$ cat src/rtl/channel_clock_divider_consts.vh
// register map, field positions and reset values of the channel clock divider
// How it works
// - low field plus one gives the number of input cycles the output stays low; resets 0x3
// - high field plus one gives the number of input cycles the output stays high; resets 0x3
// - bypass bit powers the divider down and passes the input clock through at half its rate
// - ignore-sync clear obeys the chip sync signal; set disregards it entirely
// - force bit holds the output static at the start-level bit's value
// - force has no effect in bypass; polarity inversion still applies there
// - start-level bit picks whether the divided clock begins low or high
// - four-bit phase offset in the control register low nibble; resets 0x0
// - duty-cycle correction on when its disable bit is 0, off when 1
`ifndef CHANNEL_CLOCK_DIVIDER_CONSTS_VH
`define CHANNEL_CLOCK_DIVIDER_CONSTS_VH

`define ADDR_W            10
`define DATA_W            8
`define ADDR_PHASE_LEN    10'h193
`define ADDR_CONTROL      10'h194
`define ADDR_DCC          10'h195

`define PHASE_LEN_RESET   8'h33
`define CONTROL_RESET     8'h00
`define DCC_RESET         1'b0
`define READ_ZERO         8'h00
`define SYNC_IDLE         1'b1
`define LEVEL_RESET       1'b0
`define DCC_EN_RESET      1'b1

`define LOW_MSB           7
`define LOW_LSB           4
`define HIGH_MSB          3
`define HIGH_LSB          0
`define BYPASS_BIT        7
`define IGNORE_SYNC_BIT   6
`define FORCE_BIT         5
`define START_HIGH_BIT    4
`define OFFSET_MSB        3
`define OFFSET_LSB        0
`define DCC_DIS_BIT       0

`define CNT_ZERO          4'h0
`define CNT_ONE           4'h1

`endif

$ cat src/rtl/channel_clock_divider.v
// programmable channel clock divider with sync, force, bypass and phase offset
`timescale 1ns/1ps
`default_nettype none
`include "channel_clock_divider_consts.vh"

module channel_clock_divider (
  // clock and reset
  input  wire                 sys_clk,
  input  wire                 rst_n,
  // register access port
  input  wire                 reg_wr,
  input  wire [`ADDR_W-1:0]   reg_addr,
  input  wire [`DATA_W-1:0]   reg_wdata,
  output reg  [`DATA_W-1:0]   reg_rdata_ff,
  // chip-level sync, active low, asynchronous pin
  input  wire                 sync_n,
  // output driver polarity
  input  wire                 out_invert,
  // divider outputs
  output reg                  clk_out_ff,
  output reg                  div_active_ff,
  output reg                  dcc_enable_ff
);

  ////////////////////////////////////////////////////////////////////////////
  // register address decode, shared by the write and read paths
  localparam SEL_NONE  = 2'b00;
  localparam SEL_PHASE = 2'b01;
  localparam SEL_CTRL  = 2'b10;
  localparam SEL_DCC   = 2'b11;

  function [1:0] reg_sel;
    input [`ADDR_W-1:0] addr;
    begin
      case (addr)
        `ADDR_PHASE_LEN: reg_sel = SEL_PHASE;
        `ADDR_CONTROL:   reg_sel = SEL_CTRL;
        `ADDR_DCC:       reg_sel = SEL_DCC;
        default:         reg_sel = SEL_NONE;
      endcase
    end
  endfunction

  ////////////////////////////////////////////////////////////////////////////
  // registers
  reg [`DATA_W-1:0] phase_len_ff;
  reg [`DATA_W-1:0] control_ff;
  reg               dcc_dis_ff;

  always @(posedge sys_clk or negedge rst_n) begin
    if (!rst_n) begin
      phase_len_ff <= `PHASE_LEN_RESET;
      control_ff   <= `CONTROL_RESET;
      dcc_dis_ff   <= `DCC_RESET;
    end else if (reg_wr) begin
      case (reg_sel(reg_addr))
        SEL_PHASE: begin
          phase_len_ff <= reg_wdata;
        end
        SEL_CTRL: begin
          control_ff <= reg_wdata;
        end
        SEL_DCC: begin
          dcc_dis_ff <= reg_wdata[`DCC_DIS_BIT];
        end
        // unmapped addresses are dropped silently
        default: begin
        end
      endcase
    end
  end

  // read data is registered: it answers the address of one cycle earlier
  reg [`DATA_W-1:0] nxt_reg_rdata;
  always @* begin
    case (reg_sel(reg_addr))
      SEL_PHASE: nxt_reg_rdata = phase_len_ff;
      SEL_CTRL:  nxt_reg_rdata = control_ff;
      SEL_DCC:   nxt_reg_rdata = {{(`DATA_W-1){1'b0}}, dcc_dis_ff};
      default:   nxt_reg_rdata = `READ_ZERO;
    endcase
  end

  ////////////////////////////////////////////////////////////////////////////
  // field views of the two divider registers
  wire [3:0] low_len    = phase_len_ff[`LOW_MSB:`LOW_LSB];
  wire [3:0] high_len   = phase_len_ff[`HIGH_MSB:`HIGH_LSB];
  wire       bypass     = control_ff[`BYPASS_BIT];
  wire       ignore_syn = control_ff[`IGNORE_SYNC_BIT];
  wire       force_out  = control_ff[`FORCE_BIT];
  wire       start_high = control_ff[`START_HIGH_BIT];
  wire [3:0] offset     = control_ff[`OFFSET_MSB:`OFFSET_LSB];

  ////////////////////////////////////////////////////////////////////////////
  // sync pin synchroniser
  // both flops preset to idle so leaving reset never looks like a sync pulse
  reg sync_meta_ff;
  reg sync_ff;
  always @(posedge sys_clk or negedge rst_n) begin
    if (!rst_n) begin
      sync_meta_ff <= `SYNC_IDLE;
      sync_ff      <= `SYNC_IDLE;
    end else begin
      sync_meta_ff <= sync_n;
      sync_ff      <= sync_meta_ff;
    end
  end

  // software is expected to set ignore-sync with force; force still wins here
  wire sync_hold = !sync_ff && !ignore_syn;

  ////////////////////////////////////////////////////////////////////////////
  // divider state machine
  // hold parks the counters, delay spends the phase offset, run alternates levels
  localparam ST_HOLD  = 2'b00;
  localparam ST_DELAY = 2'b01;
  localparam ST_RUN   = 2'b10;

  reg [1:0] state_ff;
  reg [1:0] nxt_state;
  reg [3:0] cnt_ff;
  reg [3:0] nxt_cnt;
  reg       level_ff;
  reg       nxt_level;
  reg       bp_tgl_ff;

  always @* begin
    nxt_state = state_ff;
    nxt_cnt   = cnt_ff;
    nxt_level = level_ff;
    if (bypass) begin
      // divider powered down: counters parked for a clean restart
      nxt_state = ST_HOLD;
      nxt_cnt   = `CNT_ZERO;
      nxt_level = start_high;
    end else if (sync_hold) begin
      // sync outranks a running phase but never bypass
      nxt_state = ST_HOLD;
      nxt_cnt   = `CNT_ZERO;
      nxt_level = start_high;
    end else begin
      case (state_ff)
        ST_HOLD: begin
          nxt_level = start_high;
          nxt_cnt   = `CNT_ZERO;
          if (offset == `CNT_ZERO) begin
            nxt_state = ST_RUN;
          end else begin
            nxt_state = ST_DELAY;
            nxt_cnt   = `CNT_ONE;
          end
        end
        ST_DELAY: begin
          if (cnt_ff >= offset) begin
            nxt_state = ST_RUN;
            nxt_cnt   = `CNT_ZERO;
          end else begin
            nxt_cnt = cnt_ff + `CNT_ONE;
          end
        end
        ST_RUN: begin
          // phase ends after field plus one input cycles
          if (cnt_ff >= (level_ff ? high_len : low_len)) begin
            nxt_level = !level_ff;
            nxt_cnt   = `CNT_ZERO;
          end else begin
            nxt_cnt = cnt_ff + `CNT_ONE;
          end
        end
        default: begin
          nxt_state = ST_HOLD;
          nxt_cnt   = `CNT_ZERO;
          nxt_level = start_high;
        end
      endcase
    end
  end

  always @(posedge sys_clk or negedge rst_n) begin
    if (!rst_n) begin
      state_ff  <= ST_HOLD;
      cnt_ff    <= `CNT_ZERO;
      level_ff  <= `LEVEL_RESET;
      bp_tgl_ff <= `LEVEL_RESET;
    end else begin
      state_ff  <= nxt_state;
      cnt_ff    <= nxt_cnt;
      level_ff  <= nxt_level;
      // bypass stands for the input clock: one level change per rising input edge
      bp_tgl_ff <= bypass ? !bp_tgl_ff : `LEVEL_RESET;
    end
  end

  ////////////////////////////////////////////////////////////////////////////
  // output select
  // limitation: a flop can show the bypassed input clock only at half its rate
  reg nxt_div;
  always @* begin
    if (bypass) begin
      nxt_div = !bp_tgl_ff;
    end else if (force_out) begin
      nxt_div = start_high;
    end else begin
      nxt_div = nxt_level;
    end
  end

  always @(posedge sys_clk or negedge rst_n) begin
    if (!rst_n) begin
      clk_out_ff    <= `LEVEL_RESET;
      div_active_ff <= 1'b0;
      dcc_enable_ff <= `DCC_EN_RESET;
      reg_rdata_ff  <= `READ_ZERO;
    end else begin
      // inversion comes last so it still reaches the bypassed clock
      clk_out_ff    <= nxt_div ^ out_invert;
      div_active_ff <= !bypass && (nxt_state == ST_RUN);
      dcc_enable_ff <= !dcc_dis_ff;
      reg_rdata_ff  <= nxt_reg_rdata;
    end
  end

endmodule
`default_nettype wire

$ cat config.mk
export PLATFORM = sky130hd
export DESIGN_NAME = channel_clock_divider
export DESIGN_NICKNAME = d
export VERILOG_FILES = /design/src/rtl/channel_clock_divider.v
export VERILOG_INCLUDE_DIRS = /design/src /design/src/rtl
export SDC_FILE = /design/constraint.sdc
export NUM_CORES = 1
export LEC_CHECK = 0
export BUFFER_PORTS_ARGS = -buffer_cell sky130_fd_sc_hd__buf_2
export CAP_MARGIN = 20
export CORE_AREA = 2 2 77 79
export CTS_CLUSTER_DIAMETER = 40
export DETAILED_ROUTE_END_ITERATION = 8
export DIE_AREA = 0 0 79 81
export HOLD_SLACK_MARGIN = 0.1
export SLEW_MARGIN = 25
export SYNTH_ARGS = -nofsm -noshare
export SYNTH_HDL_FRONTEND = slang
export SYNTH_SLANG_ARGS = --single-unit
$ cat constraint.sdc
create_clock -name sys_clk -period 2.1 [get_ports sys_clk]
set_input_delay 0.21 -clock sys_clk [delete_from_list [all_inputs] [get_ports sys_clk]]
set_output_delay 0.21 -clock sys_clk [all_outputs]
set_load 0.03 [all_outputs]
==> results of run 1 <==
-- stage by stage --
step	setup slack, ns	area [um2]	hold WS [ns]
final	0.157	2420	0.164
after global routing	0.0130	2420	0.163
after CTS	0.0477	2370	0.157
after detailed placement	0.0682	2220	0.316
after global placement	0.0983	2220	0.319
after floorplan	0.0472	1920	-0.0856
-- sequential cells by signal, indices dropped and copies added (netlist names) --
name	flops
clk_out_ff	1
control_ff	8
div_active_ff	1
phase_len_ff	8
sync_ff	1
dcc_dis_ff	1
bp_tgl_ff	1
reg_rdata_ff	8
dcc_enable_ff	1
cnt_ff	4
level_ff	1
sync_meta_ff	1
state_ff	2
-- placed cells by master (no fill, tap or decap), types with 2 or more instances in the layout --
cell	instances
xor2_1	2
mux2i_1	3
a21oi_1	7
o21ai_0	2
clkbuf_8	6
nand2b_1	3
buf_4	11
buf_2	33
dlygate4sd3_1	3
nand3_1	2
nor2b_1	2
ha_1	12
nand2_2	2
dfrtp_1	31
mux2_2	10
nand2_1	4
mux2_4	8
a22o_1	7
nor2_1	7
inv_1	10
dfstp_2	7
nor3_1	2
-- worst max-delay path, stage by stage, from the launching register on --
cell	delay [ns]
dfrtp_1	0.35
mux2_2	0.34
ha_1	0.26
nand2b_1	0.15
a41oi_2	0.22
a21boi_1	0.12
o31ai_2	0.27
xor2_1	0.16
-- area by class of cell --
type / instances / area share [%]
sequential: 38 / 39.7
multi-input combinational: 103 / 38.6
timing repair buffer: 47 / 11.5
tap: 75 / 3.88
clock buffer: 7 / 3.57
inverter: 10 / 1.55
clock inverter: 1 / 1.24
-- kinds of logic after synthesis --
kind of cell,after synthesis,synth area share (%)
xor gates and xnor gates,3,1.38
muxes,22,14.3
DFF,38,50.3
and+or+nand+nor,37,12.0
AOI/OAI and AO/OA,28,10.5
adders and majority gates,13,8.53
buffers and inverters,13,2.95
-- worst max-delay path by stage --
stage                                 endpoint  slack [ns]
after CTS                  cnt_ff[1]$_DFF_PN0_        0.05
after global placement    clk_out_ff$_DFF_PN0_         0.1
after detailed placement   cnt_ff[1]$_DFF_PN0_        0.07
after floorplan           clk_out_ff$_DFF_PN0_        0.05
after global routing       cnt_ff[1]$_DFF_PN0_        0.01
final                     clk_out_ff$_DFF_PN0_        0.16
-- cell usage after synthesis, types with 2 or more instances --
master / count
inv_1: 10
nand2b_1: 3
nand3_1: 2
ha_1: 13
nor3_1: 2
nand2_1: 5
a22o_1: 7
dfstp_2: 7
o21ai_0: 3
clkbuf_1: 2
a21oi_1: 7
nor2b_1: 2
mux2_2: 10
mux2i_1: 4
xor2_1: 2
nor2_1: 7
mux2_4: 8
dfrtp_1: 31
-- layer usage --
metal,wire length (um),vias up
met3,128,5
met5,0,-
met2,1860,24
li1,-,656
met1,1830,661
met4,65,0
-- report_power, final --
group	leakage (nW)	switching (mW)	internal (mW)	total, mW
Combinational	0.615	0.0721	0.0614	0.134
Sequential	0.499	0.00857	0.749	0.757
Clock	0.0585	0.261	0.387	0.648
Total	1.17	0.341	1.20	1.54
-- repair_timing --
item,CTS,global route
hold buffers,3,0
setup buffers,0,2
setup endpoints to repair,0,7
hold endpoints to repair,33,0
resized for setup,0,9
==> run metrics, run 1 <==
clk_lat worst skew 0.29 ns; total power 1.54 mW; Post-Syn Instances 154; CP endpoint kind flip-flop; synth warn 0; FMAX 515 MHz; vias in the first global route 1410; routed via count 1346; Mapped Avg Cell Area 12.4 um2; Hold Crit Depth 2; WHS Endpoint phase_len_ff[6]$_DFFE_PN0P_; met3 Usage GRT 2.67%; Tmin final 1.94 ns; synthesized flop and latch total 38; Buffers on Ports 33; die area 0.00640 mm2; async set-reset flop share out of synthesis 100%; GP Congestion 0.718; syn_nets 190; DRC violations left 0; Area Growth Syn to Fin 26.9%; RSZ-0062 raised after global routing no; actual slew at the worst max-slew pin 0.828 ns; worst hold-check path type in2reg; drt wl/cell 13.8 um; H-tree Lvls 2; area of the multi-input gates 935 um2; pins over their slew limit 0; Distinct cells, synth 47; ys flop type dfrtp_1; First DRT Iteration DRCs 52; row cnt 28; Max clock buf depth 2; Final period util 92.5%; drt pass-1 iters 4; Max VDD drop 302 uV; layout cells sized above 1 43.7%; Synth area leaders dfrtp_1, dfstp_2, ha_1, mux2_4, mux2_2; Max Cap Viol 0; CP arrival 2.16 ns; setup TNS 0 ns; Via density 4.79; routed wire length 3890 um; Fin. Hold Viols 0; crit start category flip-flop; clock root buffer master clkbuf_8; Clock Skews 0.00721 ns; Die Span Y 81 um; DP Wirelength 2870 um; R2R depth 7; Diodes inserted 0; fill count 572; Max-slew headroom 44.8%; fin cells 281; I/O pin cnt 34; final core area utilization 42.6%; EDFF count, synth 0; share of Yosys cell area claimed by the top area cell type 40.7%; clk sinks 38; outcome complete, no violations; antenna violations before repair 0; critical path class reg2reg; Mapped Area 0.00191 mm2; Net count, final 241; CTS Buf Count 5; Final ANT Viol Nets 0; CP startpoint level_ff$_DFF_PN0_; largest net degree at the start of global routing 39; WP data required 2.32 ns; sequential cell area 960 um2; leakage dissipation 1.17 nW; met1 Track Usage GR 17.6%; CTS tree done; GRT overflow 0; clk slew on worst S/H paths 0.08 ns; final setup fails 0; RR Startpoint level_ff$_DFF_PN0_; Cell Pwr Density 636 mW/mm2; met2 GRT Util 22.0%; Core Box Area 0.00568 mm2; hold wc startpoint reg_wdata[6]; first-pass GRT wire length 6620 um; Die X 79 um; DP Cell Count 268; Top Usage Layer GRT met2; flop-to-flop setup slack 0.16 ns; Max FO, Critical Path 5; sequential share of the synthesized area 50.3%; initial core utilization 33.6%; RR Endpoint clk_out_ff$_DFF_PN0_; Yosys top cell by area dfrtp_1; gr usage total 13.6%
Power figures use the tool's default switching activity.
==> run 2, diff against run 1 <==
==> constraint.sdc (replaced) <==
create_clock -name sys_clk -period 2.1 [get_ports sys_clk]
set_input_delay 0.42 -clock sys_clk [delete_from_list [all_inputs] [get_ports sys_clk]]
set_output_delay 0.42 -clock sys_clk [all_outputs]
set_load 0.03 [all_outputs]
==> run 2 against run 1 <==
Non-clock buffer count down 2; die area unchanged; critical path depth up 1; clock power up 18%; global-route usage down 0.40 points; via count down 0.97%; sequential share of layout area down 0.37 points; worst hold slack better by 0.0041 ns; largest power group is now the clock network.
==> run metrics, run 2 (synthesis gave the netlist of run 1 again) <==
switch share 20.6% (was 22.2%); clock root buffer master clkbuf_8 (unchanged); FMAX 498 MHz (was 515 MHz); hold slack 0.168 ns (was 0.164 ns); Cell Pwr Density 679 mW/mm2 (was 636 mW/mm2); CTS tree done (unchanged); WP data required 2.27 ns (was 2.32 ns); layout cells sized above 1 46.1% (was 43.7%); actual slew at the worst max-slew pin 0.475 ns (was 0.828 ns); fin cells 279 (was 281); Max VDD drop 224 uV (was 302 uV); CTS Buf Count 5 (unchanged); crit start category flip-flop (unchanged); critical path class reg2reg (unchanged); CP arrival 2.18 ns (was 2.16 ns); DP Cell Count 269 (was 268); clk slew on worst S/H paths 0.08 ns (about the same); row cnt 28 (unchanged); drt pass-1 iters 4 (unchanged); CP endpoint kind flip-flop (unchanged); DRC violations left 0 (unchanged); Net count, final 239 (was 241); Top Usage Layer GRT met2 (unchanged); outcome complete, no violations (unchanged); Comb pwr share 8.0% (was 8.7%); Diodes inserted 0 (unchanged); Fin. Hold Viols 0 (unchanged); Area Growth Syn to Fin 28.1% (was 26.9%); antenna violations before repair 0 (unchanged); Max Cap Viol 0 (unchanged); flop-to-flop setup slack 0.09 ns (was 0.16 ns); routed via count 1333 (was 1346); final setup fails 0 (unchanged); NetSw 0.342 mW (was 0.341 mW); Die X 79 um (unchanged); worst hold-check path type in2async (was in2reg); RR Endpoint clk_out_ff$_DFF_PN0_ (unchanged); Internal Power 1.32 mW (was 1.20 mW); die area 0.00640 mm2 (unchanged); pins over their slew limit 0 (unchanged); vias in the first global route 1375 (was 1410); Largest regs control_ff: 8 flops, phase_len_ff: 8 flops, reg_rdata_ff: 8 flops (unchanged); initial core utilization 33.6% (unchanged); R2R depth 8 (was 7); clk sinks 38 (unchanged); Core Box Area 0.00568 mm2 (unchanged); I/O pin cnt 34 (unchanged); setup TNS 0 ns (unchanged); First DRT Iteration DRCs 44 (was 52); Via density 4.78 (was 4.79); Max-slew headroom 68.3% (was 44.8%); clk_lat worst skew 0.29 ns (about the same); leakage dissipation 1.19 nW (was 1.17 nW); most frequent cells in the layout buf_2, dfrtp_1, ha_1 (unchanged); DP Wirelength 2800 um (was 2870 um); Final WS setup 0.0933 ns (was 0.157 ns); first-pass GRT wire length 6410 um (was 6620 um); Max clock buf depth 2 (unchanged); CTS Hold Bufs 0 (was 3); H-tree Lvls 2 (unchanged); met2 GRT Util 21.3% (was 22.0%); gr usage total 13.2% (was 13.6%); Final ANT Viol Nets 0 (unchanged); Die Span Y 81 um (unchanged); GRT overflow 0 (unchanged); met3 Usage GRT 4.00% (was 2.67%); met1 Track Usage GR 16.3% (was 17.6%); clock share of power 46.3% (was 42.1%); final core area utilization 43.0% (was 42.6%); GP Congestion 0.738 (was 0.718); drt wl/cell 13.8 um (about the same); Buffers on Ports 33 (unchanged); worst slack, placed 0.0877 ns (was 0.0682 ns); most common cell after layout, fill and taps aside buf_2 (unchanged); Clock Skews 0.00999 ns (was 0.00721 ns); Max FO, Critical Path 6 (was 5); Final period util 95.6% (was 92.5%); RR Startpoint level_ff$_DFF_PN0_ (unchanged); fill count 556 (was 572); sequential share of power 45.7% (was 49.2%); largest net degree at the start of global routing 39 (unchanged); Tmin final 2.01 ns (was 1.94 ns); routed wire length 3860 um (was 3890 um)
run 2: layer usage:
metal | wire [um] | share of wire [%]
met2 | 1910 | 49
met3 | 119 | 3.1
met4 | 55 | 1.4
met5 | 0 | 0
met1 | 1780 | 46
run 2: critical path, cell delays in order (launching register included):
cell	delay [ns]
dfrtp_1	0.38
buf_6	0.15
mux2i_2	0.22
ha_1	0.31
a41oi_4	0.29
buf_4	0.15
and3b_1	0.17
o31ai_2	0.07
xor2_1	0.14
run 2: what timing repair did:
action | in CTS | in global routing
endpoints found under the setup margin | 0 | 7
buffers inserted | 0 | 2
gates resized for setup | 0 | 13
run 2: power groups by stage:
stage | combinational [mW] | sequential (mW) | clock [mW]
6_report | 0.133 | 0.758 | 0.767
5_1_grt | 0.148 | 0.761 | 0.821
4_1_cts | 0.124 | 0.758 | 0.791
3_5_place_dp | 0.124 | 0.771 | 0
3_3_place_gp | 0.123 | 0.771 | 0
2_1_floorplan | 0.0560 | 0.777 | 0
run 2: per-stage QoR:
| step | cell area, um2 | power, mW |
|---|---|---|
| 3_5_place_dp | 2230 | 0.895 |
| 2_1_floorplan | 1920 | 0.833 |
| 4_1_cts | 2370 | 1.67 |
| 5_1_grt | 2440 | 1.73 |
| 3_3_place_gp | 2230 | 0.894 |
| 6_report | 2440 | 1.66 |
run 2: worst max-delay path by stage:
stage / slack (ns) / start / cells past startpoint / to
floorplan: 0.05 / level_ff$_DFF_PN0_ / 8 / clk_out_ff$_DFF_PN0_
global placement: 0.1 / level_ff$_DFF_PN0_ / 7 / clk_out_ff$_DFF_PN0_
detailed placement: 0.09 / level_ff$_DFF_PN0_ / 7 / cnt_ff[1]$_DFF_PN0_
CTS: 0.06 / cnt_ff[0]$_DFF_PN0_ / 7 / cnt_ff[1]$_DFF_PN0_
global route: -0.03 / level_ff$_DFF_PN0_ / 8 / clk_out_ff$_DFF_PN0_
finish: 0.09 / level_ff$_DFF_PN0_ / 8 / clk_out_ff$_DFF_PN0_
run 2: layout make-up:
| cell class | count | area (um2) | share of cell area, % |
|---|---|---|---|
| Sequential cell | 38 | 960 | 39.3 |
| Multi-Input combinational cell | 103 | 950 | 38.9 |
| Timing Repair Buffer | 45 | 259 | 10.6 |
| Tap cell | 75 | 93.8 | 3.84 |
| Clock buffer | 6 | 82.6 | 3.38 |
| Clock inverter | 2 | 60.1 | 2.46 |
| Inverter | 10 | 37.5 | 1.54 |
